### src/rtl/lcdc_pkg.sv
// Shared constants for the panel drive, contrast and segment memory block
package lcdc_pkg;
    // System clock rate
    localparam int unsigned LCDC_CLK_MHZ = 100;
    // Nominal drive times per drive_time_select code, in microseconds
    localparam int unsigned LCDC_T0_US = 300;
    localparam int unsigned LCDC_T1_US = 70;
    localparam int unsigned LCDC_T2_US = 150;
    localparam int unsigned LCDC_T3_US = 450;
    localparam int unsigned LCDC_T4_US = 575;
    localparam int unsigned LCDC_T5_US = 850;
    localparam int unsigned LCDC_T6_US = 1150;
    // Drive times in clock cycles
    localparam int unsigned LCDC_T0_CYC = LCDC_T0_US * LCDC_CLK_MHZ;
    localparam int unsigned LCDC_T1_CYC = LCDC_T1_US * LCDC_CLK_MHZ;
    localparam int unsigned LCDC_T2_CYC = LCDC_T2_US * LCDC_CLK_MHZ;
    localparam int unsigned LCDC_T3_CYC = LCDC_T3_US * LCDC_CLK_MHZ;
    localparam int unsigned LCDC_T4_CYC = LCDC_T4_US * LCDC_CLK_MHZ;
    localparam int unsigned LCDC_T5_CYC = LCDC_T5_US * LCDC_CLK_MHZ;
    localparam int unsigned LCDC_T6_CYC = LCDC_T6_US * LCDC_CLK_MHZ;
    localparam int unsigned LCDC_CNT_W = 18;
    localparam logic [2:0] LCDC_DT_HALF = 3'h7;
    // Register indices; byte address is four times the index
    localparam logic [9:0] LCDC_IDX_CTRL = 10'h0e7;
    localparam logic [9:0] LCDC_IDX_STATUS = 10'h0e8;
    localparam logic [9:0] LCDC_IDX_MEM0 = 10'h0100;
    localparam int unsigned LCDC_MEM_BYTES = 20;
    // Internal decode slots
    localparam logic [4:0] LCDC_SLOT_CTRL = 5'h14;
    localparam logic [4:0] LCDC_SLOT_STATUS = 5'h15;
    localparam logic [4:0] LCDC_SLOT_NONE = 5'h1f;
    // Fields of contrast_drive_ctrl
    localparam int unsigned LCDC_DT_LSB = 5;
    localparam int unsigned LCDC_MAXDRV_BIT = 4;
    localparam int unsigned LCDC_CC_LSB = 0;
    // Reset values
    localparam logic [7:0] LCDC_CTRL_RST = 8'h00;
    localparam logic [7:0] LCDC_MEM_RST = 8'h00;
    localparam logic [3:0] LCDC_CC_RST = 4'h0;
    // Bus responses
    localparam logic [1:0] LCDC_RESP_OKAY = 2'h0;
    localparam logic [1:0] LCDC_RESP_SLVERR = 2'h2;
endpackage : lcdc_pkg

### src/rtl/lcdc_top.sv
// Panel drive, contrast and segment memory with an AXI4-Lite register slave
// Notes on behaviour
// [RULE1] Drive-time code picks 300,70,150,450,575,850,1150 us or half panel period.
// [RULE2] Drive time is never longer than half a panel clock period.
// [RULE3] Static duty or blanking forces drive time to half a panel period.
// [RULE4] Drive-time writes act immediately; small glitches are accepted.
// [RULE5] Software should blank and wait for frame start before changing drive time.
// [RULE6] Max-drive bit keeps the drivers on continuously.
// [RULE7] Contrast code selects max voltage from 2.60 to 3.35 in 0.05 steps.
// [RULE8] New contrast code takes effect only at the next frame start.
// [RULE9] A memory bit of one lights its segment; zero leaves it dark.
// [RULE10] Memory bits without a segment still read and write as storage.
// [RULE11] Five bytes per common line; byte k bit b is segment 8k+b.
// [RULE12] Drive timing follows the prescaled panel clock from prescaler and divider.
// [RULE13] Reset clears control register and all twenty memory bytes.
`timescale 1ns/1ns
`default_nettype none
module lcdc_top #(
    parameter int unsigned DRIVE_CYC0 = lcdc_pkg::LCDC_T0_CYC,
    parameter int unsigned DRIVE_CYC1 = lcdc_pkg::LCDC_T1_CYC,
    parameter int unsigned DRIVE_CYC2 = lcdc_pkg::LCDC_T2_CYC,
    parameter int unsigned DRIVE_CYC3 = lcdc_pkg::LCDC_T3_CYC,
    parameter int unsigned DRIVE_CYC4 = lcdc_pkg::LCDC_T4_CYC,
    parameter int unsigned DRIVE_CYC5 = lcdc_pkg::LCDC_T5_CYC,
    parameter int unsigned DRIVE_CYC6 = lcdc_pkg::LCDC_T6_CYC
) (
    // Clock and reset
    input wire logic aclk,
    input wire logic aresetn,
    // AXI4-Lite write address
    input wire logic [11:0] awaddr,
    input wire logic [2:0] awprot,
    input wire logic awvalid,
    output logic awready,
    // AXI4-Lite write data
    input wire logic [31:0] wdata,
    input wire logic [3:0] wstrb,
    input wire logic wvalid,
    output logic wready,
    // AXI4-Lite write response
    output logic [1:0] bresp,
    output logic bvalid,
    input wire logic bready,
    // AXI4-Lite read address
    input wire logic [11:0] araddr,
    input wire logic [2:0] arprot,
    input wire logic arvalid,
    output logic arready,
    // AXI4-Lite read data
    output logic [31:0] rdata,
    output logic [1:0] rresp,
    output logic rvalid,
    input wire logic rready,
    // Rest of the panel unit
    input wire logic prescaled_panel_clock,
    input wire logic frame_start,
    input wire logic display_blank,
    input wire logic static_duty,
    // Panel drive outputs
    output logic drivers_on,
    output logic [3:0] contrast_level,
    output logic [39:0] seg_com0,
    output logic [39:0] seg_com1,
    output logic [39:0] seg_com2,
    output logic [39:0] seg_com3
);
    import lcdc_pkg::*;

    typedef struct packed {
        logic aw_have;
        logic [4:0] aw_slot;
        logic w_have;
        logic [7:0] w_data;
        logic w_lane0;
        logic bvalid;
        logic [1:0] bresp;
        logic rvalid;
        logic [1:0] rresp;
        logic [31:0] rdata;
        logic [7:0] ctrl;
        logic [LCDC_MEM_BYTES-1:0][7:0] mem;
    } lcdc_regs_type;

    lcdc_regs_type q, d;
    logic [4:0] rd_slot;
    logic commit;
    logic [LCDC_CNT_W-1:0] half_cycles;

    // Map a byte address to a register slot
    function automatic logic [4:0] reg_slot(input logic [11:0] a);
        logic [9:0] idx;
        logic [9:0] rel;
        idx = a[11:2];
        rel = idx - LCDC_IDX_MEM0;
        if (idx == LCDC_IDX_CTRL) begin
            reg_slot = LCDC_SLOT_CTRL;
        end else if (idx == LCDC_IDX_STATUS) begin
            reg_slot = LCDC_SLOT_STATUS;
        end else if (idx >= LCDC_IDX_MEM0 && rel < 10'(LCDC_MEM_BYTES)) begin
            reg_slot = rel[4:0];
        end else begin
            reg_slot = LCDC_SLOT_NONE;
        end
    endfunction : reg_slot

    function automatic logic is_mem(input logic [4:0] s);
        is_mem = s < 5'(LCDC_MEM_BYTES);
    endfunction : is_mem

    assign rd_slot = reg_slot(araddr);
    assign commit = q.aw_have && q.w_have && !q.bvalid;

    always_comb begin
        d = q;
        // Address and data are taken independently, in either order
        if (awvalid && !q.aw_have) begin
            d.aw_have = 1'b1;
            d.aw_slot = reg_slot(awaddr);
        end
        if (wvalid && !q.w_have) begin
            d.w_have = 1'b1;
            d.w_data = wdata[7:0];
            d.w_lane0 = wstrb[0];
        end

        // Response leaves once the master takes it
        if (q.bvalid && bready) begin
            d.bvalid = 1'b0;
        end

        // Commit once both halves are held
        if (commit) begin
            d.aw_have = 1'b0;
            d.w_have = 1'b0;
            d.bvalid = 1'b1;
            d.bresp = LCDC_RESP_OKAY;
            if (q.aw_slot == LCDC_SLOT_CTRL) begin
                if (q.w_lane0) begin
                    d.ctrl = q.w_data;
                end
            end else if (is_mem(q.aw_slot)) begin
                // [RULE10] Every memory bit is plain storage
                if (q.w_lane0) begin
                    d.mem[q.aw_slot] = q.w_data;
                end
            end else if (q.aw_slot != LCDC_SLOT_STATUS) begin
                d.bresp = LCDC_RESP_SLVERR;
            end
        end

        if (q.rvalid && rready) begin
            d.rvalid = 1'b0;
        end
        // Read data answers one cycle after the address is taken
        if (arvalid && !q.rvalid) begin
            d.rvalid = 1'b1;
            d.rresp = LCDC_RESP_OKAY;
            d.rdata = 32'h0000_0000;
            if (rd_slot == LCDC_SLOT_CTRL) begin
                d.rdata = {24'h00_0000, q.ctrl};
            end else if (rd_slot == LCDC_SLOT_STATUS) begin
                // Measured half period, live drive state and applied contrast
                d.rdata = {6'h00, half_cycles, 3'h0, drivers_on, contrast_level};
            end else if (is_mem(rd_slot)) begin
                // [RULE10] Unattached bits read back as written
                d.rdata = {24'h00_0000, q.mem[rd_slot]};
            end else begin
                d.rresp = LCDC_RESP_SLVERR;
            end
        end
    end

    always_ff @(posedge aclk) begin
        if (!aresetn) begin
            // [RULE13] Everything cleared, all segments dark
            q <= '0;
            q.ctrl <= LCDC_CTRL_RST;
            q.mem <= {LCDC_MEM_BYTES{LCDC_MEM_RST}};
        end else begin
            q <= d;
        end
    end

    assign awready = !q.aw_have;
    assign wready = !q.w_have;
    assign bvalid = q.bvalid;
    assign bresp = q.bresp;
    assign arready = !q.rvalid;
    assign rvalid = q.rvalid;
    assign rresp = q.rresp;
    assign rdata = q.rdata;

    // [RULE9] Memory bits drive the segment lines directly
    // [RULE11] Five bytes per common, byte k holds segments 8k to 8k+7
    assign seg_com0 = q.mem[4:0];
    assign seg_com1 = q.mem[9:5];
    assign seg_com2 = q.mem[14:10];
    assign seg_com3 = q.mem[19:15];

    // Blanking shares the half-period drive with static duty; with static duty low, toggling blank switches drive time between the selected code and half period
    lcdc_drive #(
        .C0(DRIVE_CYC0),
        .C1(DRIVE_CYC1),
        .C2(DRIVE_CYC2),
        .C3(DRIVE_CYC3),
        .C4(DRIVE_CYC4),
        .C5(DRIVE_CYC5),
        .C6(DRIVE_CYC6)
    ) u_drive (
        .aclk(aclk),
        .aresetn(aresetn),
        .panel_clk(prescaled_panel_clock),
        .drive_time_select(q.ctrl[LCDC_DT_LSB +: 3]),
        .max_drive_always_on(q.ctrl[LCDC_MAXDRV_BIT]),
        .full_half(static_duty | display_blank),
        .drivers_on(drivers_on),
        .half_cycles(half_cycles)
    );

    lcdc_contrast u_contrast (
        .aclk(aclk),
        .aresetn(aresetn),
        .code_written(q.ctrl[LCDC_CC_LSB +: 4]),
        .frame_start(frame_start),
        .contrast_level(contrast_level)
    );

    // Bus, mapping and reset checks
    a_write_answer: assert property ( // [RULE10]
        @(posedge aclk) disable iff (!aresetn)
        $rose(q.bvalid) |-> $past(q.aw_have && q.w_have)
    ) else $error("write answered without both halves");

    a_bresp_hold: assert property ( // [RULE10]
        @(posedge aclk) disable iff (!aresetn)
        (q.bvalid && !bready) |=> q.bvalid && $stable(q.bresp)
    ) else $error("write response dropped");

    a_read_answer: assert property ( // [RULE10]
        @(posedge aclk) disable iff (!aresetn)
        (arvalid && arready) |=> rvalid
    ) else $error("read not answered next cycle");

    a_rdata_hold: assert property ( // [RULE10]
        @(posedge aclk) disable iff (!aresetn)
        (rvalid && !rready) |=> rvalid && $stable(rdata)
    ) else $error("read data changed while held");

    a_ctrl_write: assert property ( // [RULE4]
        @(posedge aclk) disable iff (!aresetn)
        (commit && q.w_lane0 && q.aw_slot == LCDC_SLOT_CTRL) |=> q.ctrl == $past(q.w_data)
    ) else $error("control write lost");

    a_max_drive_wr: assert property ( // [RULE6]
        @(posedge aclk) disable iff (!aresetn)
        (commit && q.w_lane0 && q.aw_slot == LCDC_SLOT_CTRL && q.w_data[LCDC_MAXDRV_BIT])
        |=> drivers_on
    ) else $error("max drive write did not turn drivers on");

    a_ctrl_read: assert property ( // [RULE6]
        @(posedge aclk) disable iff (!aresetn)
        (arvalid && arready && rd_slot == LCDC_SLOT_CTRL)
        |=> rdata == {24'h00_0000, $past(q.ctrl)}
    ) else $error("control read back wrong");

    a_status_ro: assert property ( // [RULE6]
        @(posedge aclk) disable iff (!aresetn)
        (commit && q.aw_slot == LCDC_SLOT_STATUS)
        |=> $stable(q.ctrl) && bresp == LCDC_RESP_OKAY
    ) else $error("status write disturbed control");

    a_contrast_wait: assert property ( // [RULE8]
        @(posedge aclk) disable iff (!aresetn)
        (commit && q.aw_slot == LCDC_SLOT_CTRL && !frame_start)
        |=> $stable(contrast_level)
    ) else $error("contrast moved without frame start");

    a_mem_write: assert property ( // [RULE11]
        @(posedge aclk) disable iff (!aresetn)
        (commit && q.w_lane0 && q.aw_slot == 5'h03) |=> seg_com0[31:24] == $past(q.w_data)
    ) else $error("memory byte not on its segments");

    a_seg_com1: assert property ( // [RULE9]
        @(posedge aclk) disable iff (!aresetn)
        (commit && q.w_lane0 && q.aw_slot == 5'h05) |=> seg_com1[7:0] == $past(q.w_data)
    ) else $error("common one segments wrong");

    a_seg_com2: assert property ( // [RULE11]
        @(posedge aclk) disable iff (!aresetn)
        (commit && q.w_lane0 && q.aw_slot == 5'h0c) |=> seg_com2[23:16] == $past(q.w_data)
    ) else $error("common two segments wrong");

    a_seg_com3: assert property ( // [RULE11]
        @(posedge aclk) disable iff (!aresetn)
        (commit && q.w_lane0 && q.aw_slot == 5'h13) |=> seg_com3[39:32] == $past(q.w_data)
    ) else $error("common three segments wrong");

    a_strobe_keep: assert property ( // [RULE10]
        @(posedge aclk) disable iff (!aresetn)
        (commit && !q.w_lane0)
        |=> $stable(q.mem) && $stable(q.ctrl)
    ) else $error("write without strobe changed storage");

    a_mem_read: assert property ( // [RULE10]
        @(posedge aclk) disable iff (!aresetn)
        (arvalid && arready && is_mem(rd_slot))
        |=> rdata == {24'h00_0000, $past(q.mem[rd_slot])}
    ) else $error("memory read back wrong");

    a_mem_okay: assert property ( // [RULE10]
        @(posedge aclk) disable iff (!aresetn)
        (commit && is_mem(q.aw_slot))
        |=> bvalid && bresp == LCDC_RESP_OKAY
    ) else $error("memory write not accepted");

    a_write_err: assert property ( // [RULE10]
        @(posedge aclk) disable iff (!aresetn)
        (commit && q.aw_slot == LCDC_SLOT_NONE)
        |=> bvalid && bresp == LCDC_RESP_SLVERR
    ) else $error("unmapped write not refused");

    a_unmapped_err: assert property ( // [RULE10]
        @(posedge aclk) disable iff (!aresetn)
        (arvalid && arready && rd_slot == LCDC_SLOT_NONE) |=> rresp == LCDC_RESP_SLVERR
    ) else $error("unmapped read not refused");

    a_reset_dark: assert property ( // [RULE13]
        @(posedge aclk)
        !aresetn |=> seg_com0 == 40'h00_0000_0000 && seg_com3 == 40'h00_0000_0000 && !drivers_on
    ) else $error("segments lit after reset");

    a_reset_regs: assert property ( // [RULE13]
        @(posedge aclk)
        !aresetn |=> q.ctrl == LCDC_CTRL_RST && contrast_level == LCDC_CC_RST
            && seg_com1 == '0 && seg_com2 == '0
    ) else $error("registers not cleared by reset");
endmodule : lcdc_top
`default_nettype wire

### src/rtl/lcdc_drive.sv
// Driver on-time generator timed by the prescaled panel clock
`timescale 1ns/1ns
`default_nettype none
module lcdc_drive #(
    parameter int unsigned C0 = lcdc_pkg::LCDC_T0_CYC,
    parameter int unsigned C1 = lcdc_pkg::LCDC_T1_CYC,
    parameter int unsigned C2 = lcdc_pkg::LCDC_T2_CYC,
    parameter int unsigned C3 = lcdc_pkg::LCDC_T3_CYC,
    parameter int unsigned C4 = lcdc_pkg::LCDC_T4_CYC,
    parameter int unsigned C5 = lcdc_pkg::LCDC_T5_CYC,
    parameter int unsigned C6 = lcdc_pkg::LCDC_T6_CYC
) (
    // Clock and reset
    input wire logic aclk,
    input wire logic aresetn,
    // Timing inputs
    input wire logic panel_clk,
    input wire logic [2:0] drive_time_select,
    input wire logic max_drive_always_on,
    input wire logic full_half,
    // Outputs
    output logic drivers_on,
    output logic [lcdc_pkg::LCDC_CNT_W-1:0] half_cycles
);
    import lcdc_pkg::*;
    typedef struct packed {
        logic clk_prev;
        logic active;
        logic [LCDC_CNT_W-1:0] since;
        logic [LCDC_CNT_W-1:0] half;
        logic [LCDC_CNT_W-1:0] on_cnt;
    } lcdc_drv_type;
    lcdc_drv_type q, d;
    logic edge_seen;
    logic [LCDC_CNT_W-1:0] limit;

    function automatic logic [LCDC_CNT_W-1:0] sel_cycles(input logic [2:0] s);
        case (s)
            3'h0: sel_cycles = LCDC_CNT_W'(C0);
            3'h1: sel_cycles = LCDC_CNT_W'(C1);
            3'h2: sel_cycles = LCDC_CNT_W'(C2);
            3'h3: sel_cycles = LCDC_CNT_W'(C3);
            3'h4: sel_cycles = LCDC_CNT_W'(C4);
            3'h5: sel_cycles = LCDC_CNT_W'(C5);
            3'h6: sel_cycles = LCDC_CNT_W'(C6);
            default: sel_cycles = '1;
        endcase
    endfunction : sel_cycles

    // [RULE12] Both panel clock edges
    assign edge_seen = panel_clk != q.clk_prev;

    always_comb begin
        d = q;
        limit = q.half;
        // [RULE1] Selected drive time
        if (drive_time_select != LCDC_DT_HALF && !full_half) begin
            // [RULE2] Clip to half period
            if (sel_cycles(drive_time_select) < q.half) begin
                limit = sel_cycles(drive_time_select);
            end
        end
        // [RULE3] Static or blank uses half period, set above
        d.clk_prev = panel_clk;
        if (edge_seen) begin
            d.half = (q.since == '1) ? q.since : q.since + 1'b1;
            d.since = '0;
            d.on_cnt = '0;
            d.active = 1'b1;
        end else begin
            if (q.since != '1) begin
                d.since = q.since + 1'b1;
            end
            // [RULE4] Limit read live, so a new code acts at once
            if (q.active) begin
                d.on_cnt = q.on_cnt + 1'b1;
                if (q.on_cnt + 1'b1 >= limit) begin
                    d.active = 1'b0;
                end
            end
        end
    end

    always_ff @(posedge aclk) begin
        if (!aresetn) begin
            q <= '0;
        end else begin
            q <= d;
        end
    end

    // [RULE6] Always on overrides timing
    assign drivers_on = max_drive_always_on | q.active;
    assign half_cycles = q.half;

    a_max_drive_on: assert property (@(posedge aclk) disable iff (!aresetn) // [RULE6]
        max_drive_always_on |-> drivers_on) else $error("max drive not on");
    a_drive_clip_half: assert property (@(posedge aclk) disable iff (!aresetn) // [RULE2]
        (q.active && q.half != '0) |-> q.on_cnt < q.half) else $error("drive exceeds half period");
    a_full_half_span: assert property (@(posedge aclk) disable iff (!aresetn) // [RULE3]
        (edge_seen && full_half && q.half > 18'h0_0003 && $stable(full_half)) |=> q.active [*2])
        else $error("half period drive ended early");
endmodule : lcdc_drive
`default_nettype wire

### src/rtl/lcdc_contrast.sv
// Contrast code holder applied at frame start
`timescale 1ns/1ns
`default_nettype none
module lcdc_contrast (
    // Clock and reset
    input wire logic aclk,
    input wire logic aresetn,
    // Code and frame event
    input wire logic [3:0] code_written,
    input wire logic frame_start,
    // Applied code
    output logic [3:0] contrast_level
);
    import lcdc_pkg::*;
    typedef struct packed {
        logic [3:0] applied;
    } lcdc_cc_type;
    lcdc_cc_type q, d;

    always_comb begin
        d = q;
        // [RULE8] Apply only at frame start
        if (frame_start) begin
            d.applied = code_written;
        end
    end

    always_ff @(posedge aclk) begin
        if (!aresetn) begin
            q.applied <= LCDC_CC_RST;
        end else begin
            q <= d;
        end
    end

    // [RULE7] Code 0 is lowest level, 0.05 per step
    assign contrast_level = q.applied;

    a_frame_apply: assert property (@(posedge aclk) disable iff (!aresetn) // [RULE8]
        frame_start |=> contrast_level == $past(code_written)) else $error("contrast not applied");
    a_contrast_hold: assert property (@(posedge aclk) disable iff (!aresetn) // [RULE8]
        !frame_start |=> $stable(contrast_level)) else $error("contrast changed mid frame");
endmodule : lcdc_contrast
`default_nettype wire

### config.mk
export PLATFORM = sky130hd
export DESIGN_NAME = lcdc_top
export DESIGN_NICKNAME = d
export VERILOG_FILES = /design/src/rtl/lcdc_pkg.sv /design/src/rtl/lcdc_top.sv /design/src/rtl/lcdc_drive.sv /design/src/rtl/lcdc_contrast.sv
export SDC_FILE = /design/constraint.sdc
export NUM_CORES = 1
export LEC_CHECK = 0
export ABC_CLOCK_PERIOD_IN_PS = 4500
export BUFFER_PORTS_ARGS = -buffer_cell sky130_fd_sc_hd__clkbuf_2
export CAP_MARGIN = 20
export CELL_PAD_IN_SITES_DETAIL_PLACEMENT = 1
export CELL_PAD_IN_SITES_GLOBAL_PLACEMENT = 1
export CORE_MARGIN = 2
export CORE_UTILIZATION = 42
export DETAILED_ROUTE_END_ITERATION = 16
export PLACE_DENSITY = 0.77
export RECOVER_POWER = 100
export SLEW_MARGIN = 0
export SYNTH_ARGS = -nofsm -noshare
export SYNTH_HDL_FRONTEND = slang
export SYNTH_SLANG_ARGS = --single-unit
### constraint.sdc
create_clock -name aclk -period 4.5 [get_ports aclk]
set_input_delay 0 -clock aclk [delete_from_list [all_inputs] [get_ports aclk]]
set_output_delay 0 -clock aclk [all_outputs]
set_load 0.01 [all_outputs]
* Word level (Yosys, flattened, before mapping)
Index checks and enable logic that the tools add are counted.
Widths: inputs -> output; s select.
** Storage, ports and cells
- Flip-flop bits (word level) :: 282
- Bits of input ports :: 77
- Output and inout bits :: 206
** Cells by class
- Add/sub/neg operators :: 4
- Order comparisons :: 11
- Eq/ne operators :: 18
- Muxes and demuxes :: 33
- Bitwise logic cells :: 4
- Reductions and logical operators :: 23
** Operators by type and width (number)
- $bwmux 160 :: 1
- $pmux 18 s7 :: 1
- $mux 18 :: 5
- $mux 26 :: 2
- $bmux 8 s5 :: 1
- $demux 8 s5 :: 1
- $eq 10x8->1 const B :: 4
- $add 18x1->18 const B :: 2
- $mux 35 :: 1
- $mux 5 :: 6
- $mux 8 :: 3
- $ge 10x9->1 const B :: 2
- $lt 10x5->1 const B :: 2
- $sub 10x9->10 const B :: 2
- $mux 19 :: 1
- $eq 18x18->1 const B :: 1
- $ge 18x18->1 :: 1
- $lt 18x18->1 :: 1
- $ne 18x18->1 const B :: 1
- $eq 5x5->1 const B :: 3
- $lt 5x6->1 const B :: 2
- $mux 2 :: 6
- $logic_and 1x1->1 :: 11
- $lt 5x5->1 const B :: 2
- other kinds (17) :: 31

* Longest topological paths before layout
Gate-level depths: netlist of run 1.
- Depth after elaboration :: 12
- Depth in mapped cells :: 21
- Mapped depth without buffers :: 19

* Cells and area by module
From an unflattened synthesis of run 1, not the netlist that was laid out.
** Unflattened totals
- Cells, all modules :: 1756
- Area total of the unflattened synthesis :: 15557.4 um^2
** By module, submodules not included
- lcdc_top :: instances 1, cells each 1298, area an instance 11566.1 um^2, sequential area each 4284.1 um^2
- lcdc_drive :: instances 1, cells each 445, area an instance 3834.9 um^2, sequential area each 1121.1 um^2
- lcdc_contrast :: instances 1, cells each 13, area an instance 156.4 um^2, sequential area each 80.1 um^2

* Worst setup path before layout of run 1
OpenSTA, ideal clock, no wires.
- Kind :: register to register
- Start :: register q[166] (netlist name)
- End :: register u_drive.q[54] (netlist name)
- Library setup time :: 0.082 ns
- Arrival :: 3.894 ns
- Setup slack :: 0.523 ns
- Cell stages (with the launch flop) :: 22
- Clock period less this slack :: 3.977 ns
- Path through :: dfxtp_1 > clkbuf_1 > or3_1 > nand2_1 > ha_1 > a21o_1 > a21o_1 > a21oi_1 > nor2b_1 > nand3b_1 > o21ai_0 > nor2_1 > buf_2 > mux2i_1 > ha_1 > a21o_1 > a211o_1 > a41oi_1 > nand2_1 > o21ai_0 > a211oi_1 > o221ai_1
** On the way
- Cells in the longest elaborated chain, start to end :: 10
** Ends and longest elaborated chain
- start, declared :: RTL line lcdc_top.sv:84 : lcdc_regs_type q, d;
- $eq 3x3->1, or another cell as far along :: RTL line lcdc_drive.sv:38 : case (s)
- $pmux 18 s7 :: RTL line lcdc_drive.sv:38
- $mux 18 :: RTL line lcdc_drive.sv:57 : if (drive_time_select != LCDC_DT_HALF && !full_half) begin
- $lt 18x18->1 :: RTL line lcdc_drive.sv:59 : if (sel_cycles(drive_time_select) < q.half) begin
- $mux 18 :: RTL line lcdc_drive.sv:59
- $mux 18 * :: RTL line lcdc_drive.sv:57
- $ge 18x18->1 * :: RTL line lcdc_drive.sv:77 : if (q.on_cnt + 1'b1 >= limit) begin
- $mux 1 * :: RTL line lcdc_drive.sv:77
- $mux 1 * :: RTL line lcdc_drive.sv:75 : if (q.active) begin
- $mux 19 * :: RTL line lcdc_drive.sv:65 : if (edge_seen) begin
- end signal, assigned :: RTL line lcdc_drive.sv:86 : q <= '0;
- end signal, assigned :: RTL line lcdc_drive.sv:88 : q <= d;
- end, declared :: RTL line lcdc_drive.sv:33 : lcdc_drv_type q, d;
Every way passes the cells marked *; elsewhere a longest branch is shown, timed or not. The select of a mux whose other input is x is not followed.
A chain may end at the register's enable or synchronous reset.

* Final worst setup path of run 1
- Start :: register q[165] (netlist name)
- End :: register u_drive.q[54] (netlist name)
The elaborated chain is that of the path after synthesis.

==> flow_metrics.env, run 1 <==
export IMPL_gp_congestion=0.8799
export IMPL_cts_made_buffers=31
export IMPL_clock_path_buffers=3
export IMPL_seqCellArea_sq_um=5485
export IMPL_reg2reg_from="q[165]"
export IMPL_critPathMaxStageDelay_ps=430
export IMPL_first_global_vias=12460
export IMPL_slew_viol_final=289
export IMPL_reg2reg_slack_ps=440
export IMPL_htree_levels=1
export IMPL_holdPathEnd="rdata[5]"
export IMPL_ios=283
export IMPL_yosysUniqueCellTypes=62
export IMPL_hold_depth=3
export IMPL_worst_pin_slew_ps=2562
export IMPL_cp_top_family="compound AO/OA/AOI/OAI gates"
export IMPL_startpoint="q[165]"
export IMPL_synth_top_area_frac=0.3633
export IMPL_grt_pass1_wl_mm=73.75
export IMPL_path_cells="or2_2, a21boi_0, ha_1, a21boi_0, o21ai_0, nand2_1, a21oi_1, nor2_1, buf_4, mux2i_1, ha_1, a21o_1, a211o_1, a41oi_1, nand2_1, o21ai_0, a211oi_1, o221ai_1"
export IMPL_drive_gt1_frac=0.07215
export IMPL_crit_arrival_ps=4530
export IMPL_cts_root_buf="clkbuf_16"
export IMPL_rows=69
export IMPL_netlist_area_sq_um=15100
export IMPL_cts_sinks=274
export IMPL_globalRouteMet3Util=0.03992
export IMPL_cts_resized_gates=0
export IMPL_routedWlPerCell_microns=21.62
export IMPL_top_usage_layer="met2"
export IMPL_antenna_found_initial=1
export IMPL_grt_ovfl_total=0
export IMPL_fmax_mhz=246.5
export IMPL_drv_cap=6
export IMPL_n_antenna_cell=0
export IMPL_worstSetupStartpointType="flip-flop"
export IMPL_use_met1=0.3159
export IMPL_setup_violations_final=0
export IMPL_synth_largest_area_cell="dfxtp_1"
export IMPL_fillerInstances=4231
export IMPL_clk_latency_ps=570
export IMPL_clkTransAtPathRegs_ps=70
export IMPL_initial_core_util=0.4255
export IMPL_yosysMostFrequentCell="dfxtp_1"
export IMPL_worstReg2RegEnd="u_drive.q[54]"
export IMPL_ys_async_sr_fraction=0
export IMPL_yosys_most_used_dff="dfxtp_1"
export IMPL_synthTopCellsByCount="274 x dfxtp_1, 212 x mux2i_1, 208 x nor2b_1"
export IMPL_hold_viol=0
export IMPL_cp_max_fo=17
export IMPL_yosysWarnings=0
export IMPL_die_area_sq_um=37480
export IMPL_min_path_type="in2reg"
export IMPL_core_area_sq_um=35480
export IMPL_vias=12030
export IMPL_run_status="finished, violations left"
export IMPL_ant_nets=0
export IMPL_pwr_density_cell_nw_per_um2=348.0
export IMPL_hp_start="arvalid"
export IMPL_fin_setup_tns_ps=0
export IMPL_synthTopCellsByArea="dfxtp_1 36%, mux2i_1 14%, buf_4 10%"
export IMPL_finClkSkew_ps=21.50
export IMPL_drc_errors=0
export IMPL_grt_total_usage=0.2491
export IMPL_die_y_microns=193.6
export IMPL_netlist_instances=1711
export IMPL_drt_total_wl_mm=48.33
export IMPL_fin_crit_ps=4056
export IMPL_final_util=0.4606
export IMPL_ys_seq_area_frac=0.3633
export IMPL_num_nets_final=1863
export IMPL_violations="max-capacitance violations, max-slew violations"
export IMPL_tritoncts="built"
export IMPL_drtPass1Iterations=4
export IMPL_cp_num_buf_inv=1
export IMPL_rsz0062_at_grt="no"
export IMPL_grt_max_degree=117
export IMPL_cp_end_kind="flip-flop"
export IMPL_die_w_microns=193.6
export IMPL_setup_worst_path_class="reg2reg"
export IMPL_p_leak_nw=6.090
export IMPL_ys_ff_latch=274
export IMPL_via_per_inst=5.382
export IMPL_multi_input_area_sq_um=7614
export IMPL_vdd_ir_drop_worst_v=0.0003016
export IMPL_fin_crit_sh=0.9014
export IMPL_required_ps=4980
export IMPL_drt_initial_drc_count=657
export IMPL_relSlewSlack=-0.7077
export IMPL_use_met2=0.4220
export IMPL_syn_to_final_growth_pct=8.263
export IMPL_synth_edf_count=0
export IMPL_post_dp_hpwl_mm=34.52
export IMPL_avgSynthCellArea_sq_um=8.823
export IMPL_worstRegToRegCells=18
export IMPL_cp_slowest_cell="dfxtp_1"
export IMPL_port_buffers=237
## timing repair
item	CTS	global route
hold buffers	27	0
endpoints found under the hold margin	56	0
buffers inserted	0	0
endpoints found under the setup margin	0	0
## registers in the layout, summed over array words and instances, names as in the netlist
signal	cells
u_drive.q	38
seg_com2	40
rresp	1
seg_com1	40
seg_com3	40
bvalid	1
u_contrast.contrast_level	4
u_drive.half_cycles	18
bresp	1
seg_com0	40
rdata	26
rvalid	1
q	24
## kinds of logic (layout without fill, tap and decap cells)
family,after synthesis,count (layout),synth area share
compound gates,159,159,0.07268
simple gates,659,659,0.2302
flops,274,274,0.3633
fa+ha+maj,37,37,0.03066
buf+inv,316,372,0.1311
other cells,1,8,0.0002484
mux,215,215,0.1428
xor+xnor,50,50,0.02901
## metal layers
metal  part of all wire  routed length [microns]
met5                  0                        0
met4              0.039                     1900
met3              0.055                     2658
met2               0.47                    22800
met1               0.43                    20970
## cell usage in the layout (no fill, tap or decap), types with 9 or more instances in the layout
cell type	count
nand3_1	60
o22ai_1	21
xor2_1	39
nor3_1	28
dfxtp_1	274
a31oi_1	10
nand2_1	201
ha_1	37
dlygate4sd3_1	27
clkbuf_1	204
mux2i_1	212
and2_1	9
nand2b_1	12
a21o_1	11
nor2b_1	208
clkbuf_2	40
a21oi_1	23
nand4_1	14
clkbuf_16	31
a21boi_0	13
a22oi_1	19
buf_4	13
and3_1	24
o21ai_0	26
xnor2_1	11
nor2_1	70
inv_1	28
## where the power goes
part           leakage (nW)  switching, mW  internal (mW)  total (mW)
Sequential             2.21         0.0407           2.45        2.49
Clock                 0.574           1.10           1.80        2.90
Combinational          3.30          0.182          0.115       0.298
## worst max-delay path by stage
stage / to / slack, ps / cells past startpoint
after CTS: u_drive.q[54] / 450 / 18
after global placement: u_drive.q[54] / 650 / 20
after floorplan: u_drive.q[54] / 520 / 21
after detailed placement: u_drive.q[54] / 490 / 18
final: u_drive.q[54] / 440 / 18
after global routing: u_drive.q[54] / 100 / 19
## metrics by stage
step | hold WS, ps | setup slack, ps | total power [mW] | instances | instance area, sq um
6_report | 57.11 | 443.9 | 5.688 | 2235 | 16340
5_1_grt | 85.69 | 101.9 | 5.866 | 2235 | 16340
4_1_cts | 5.554 | 453.8 | 5.731 | 2231 | 16590
3_5_place_dp | 242.9 | 492.8 | 2.817 | 2146 | 15150
3_3_place_gp | 235.9 | 645.9 | 2.810 | 2145 | 15140
2_1_floorplan | 115.8 | 523.5 | 2.711 | 1718 | 15120
## area by class of cell
type	count	share of cell area
Clock inverter	20	0.01960
Clock buffer	38	0.05213
Multi-Input combinational cell	1128	0.4658
Sequential cell	274	0.3356
Timing Repair Buffer	286	0.08513
Inverter	28	0.006430
Tap cell	461	0.03529
## tightest hold or removal path, cell delays in order
cell,delay (ps)
clkbuf_2,100
nor2b_1,300
a31oi_1,190
Note: power is estimated with default switching activity, not from simulation.
==> inputs of run 2 (changes only) <==
CORE_UTILIZATION = 44   (was 42)
CTS_BUF_LIST = sky130_fd_sc_hd__clkbuf_4   (was default)
PLACE_DENSITY = 0.81   (was 0.77)
==> flow_metrics.env, run 2 (synthesis gave the netlist of run 1 again) <==
export IMPL_run_status="finished, violations left"
export IMPL_violations="max-capacitance violations, max-slew violations"
export IMPL_worst_pin_slew_ps=2862
export IMPL_htree_levels=3
export IMPL_required_ps=5240
export IMPL_path_cells="dlygate4sd3_1, clkbuf_1, nor4b_4, nand3_1, o21ai_0, buf_12, mux2i_1, o22ai_1, or3_1, a31oi_1, dlygate4sd3_1"
export IMPL_setup_violations_final=0
export IMPL_initial_core_util=0.4480
export IMPL_reg2reg_from="q[166]"
export IMPL_cts_sinks=274
export IMPL_clock_path_buffers=3
export IMPL_die_w_microns=189.2
export IMPL_p_leak_nw=6.246
export IMPL_fin_crit_ps=4244
export IMPL_cp_slowest_cell="o21ai_0"
export IMPL_post_dp_hpwl_mm=34.54
export IMPL_critPathMaxStageDelay_ps=1550
export IMPL_crit_arrival_ps=4980
export IMPL_hp_start="araddr[2]"
export IMPL_fin_cells=2332
export IMPL_relSlewSlack=-0.9078
export IMPL_cpMostUsedCell="dlygate4sd3_1"
export IMPL_worstSetupStartpointType="input pin"
export IMPL_routedWlPerCell_microns=20.81
export IMPL_startpoint="araddr[8]"
export IMPL_min_path_type="in2reg"
export IMPL_cts_hold_buf=67
export IMPL_postCtsSetupBuffers=0
export IMPL_cp_num_buf_inv=4
export IMPL_fillerInstances=4141
export IMPL_cp_max_fo=24
export IMPL_cp_end_kind="flip-flop"
export IMPL_drt_initial_drc_count=579
export IMPL_drive_gt1_frac=0.09984
export IMPL_drc_errors=0
export IMPL_fmax_mhz=235.6
export IMPL_cp_top_family="compound AO/OA/AOI/OAI gates"
export IMPL_ios=283
export IMPL_setup_worst_path_class="in2reg"
export IMPL_rows=67
export IMPL_place_inst=2134
export IMPL_die_area_sq_um=35810
export IMPL_port_buffers=237
export IMPL_fin_crit_sh=0.9432
export IMPL_rsz0062_at_grt="no"
export IMPL_layout_commonest_cell="dfxtp_1"
export IMPL_core_area_sq_um=33700
export IMPL_syn_to_final_growth_pct=9.191
export IMPL_hold_viol=0
export IMPL_clkTransAtPathRegs_ps=70
export IMPL_finClkSkew_ps=82.86
export IMPL_drv_cap=4
export IMPL_via_per_inst=5.367
export IMPL_cts_made_buffers=77
export IMPL_clk_latency_ps=790
export IMPL_ant_nets=0
export IMPL_drt_total_wl_mm=48.54
export IMPL_first_global_vias=13160
export IMPL_die_y_microns=189.2
export IMPL_vias=12520
export IMPL_grt_ovfl_total=0
export IMPL_cts_root_buf="clkbuf_4"
export IMPL_grt_max_degree=79
export IMPL_fin_setup_tns_ps=0
export IMPL_vdd_ir_drop_worst_v=0.0001787
export IMPL_tritoncts="built"
export IMPL_grt_total_usage=0.2677
export IMPL_slew_viol_final=219
export IMPL_cts_resized_gates=0
export IMPL_antenna_found_initial=2
export IMPL_dpl_worst_slack_ps=426.0
export IMPL_pwr_density_cell_nw_per_um2=303.2
export IMPL_drtPass1Iterations=4
export IMPL_grt_pass1_wl_mm=73.93
export IMPL_layout_common_cells="274 x dfxtp_1, 212 x mux2i_1, 208 x nor2b_1"
export IMPL_fin_ws_ps=255.8
export IMPL_num_nets_final=1950
export IMPL_gp_congestion=0.8898
==> run 2: final cells by class <==
class	instances	area (sq um)	area share
Timing Repair Buffer	327	1808	0.1097
Clock buffer	109	818.3	0.04964
Antenna cell	1	2.502	0.0001518
Inverter	28	105.1	0.006376
Tap cell	448	560.5	0.03400
Multi-Input combinational cell	1128	7636	0.4632
Sequential cell	274	5485	0.3328
Clock inverter	17	68.82	0.004175
==> run 2: worst paths after layout <==
check	to	slack, ps	cells past startpoint
max	rdata[6]	260	11
min	rdata[0]	90	6
max reg2reg	u_drive.q[54]	340	20
min reg2reg	rdata[19]	540	2
==> run 2: stage by stage <==
step                  util  hold slack, ps  area, sq um  power [mW]
floorplan                -           115.8        15120       2.711
global placement    0.4496           236.2        15150       2.805
detailed placement  0.4505           246.0        15180       2.815
CTS                 0.4967           25.89        16740       5.051
global route        0.4892           99.04        16480       5.207
finish              0.4892           87.61        16480       4.998
==> run 2: power breakdown <==
part | switching (mW) | leakage, nW | internal, mW
combinational | 0.179 | 3.50 | 0.138
clock | 1.08 | 0.534 | 1.10
sequential | 0.0475 | 2.21 | 2.45
total | 1.31 | 6.25 | 3.69
==> run 2: layer usage <==
metal / part of all wire / wire length [microns] / track usage / vias up
li1: - / - / - / 5872
met1: 0.42 / 20540 / 0.3186 / 6153
met2: 0.48 / 23430 / 0.4527 / 357
met3: 0.053 / 2588 / 0.05542 / 131
met4: 0.041 / 1973 / 0.1443 / 2
met5: 0.00027 / 13 / 0 / -
==> run 2: worst min-delay path, cell delays in order <==
cell and delay, ps:
clkbuf_2 130, nand4_1 150, a21oi_1 60, nor3_1 220, o2111a_1 230, nor3_1 50
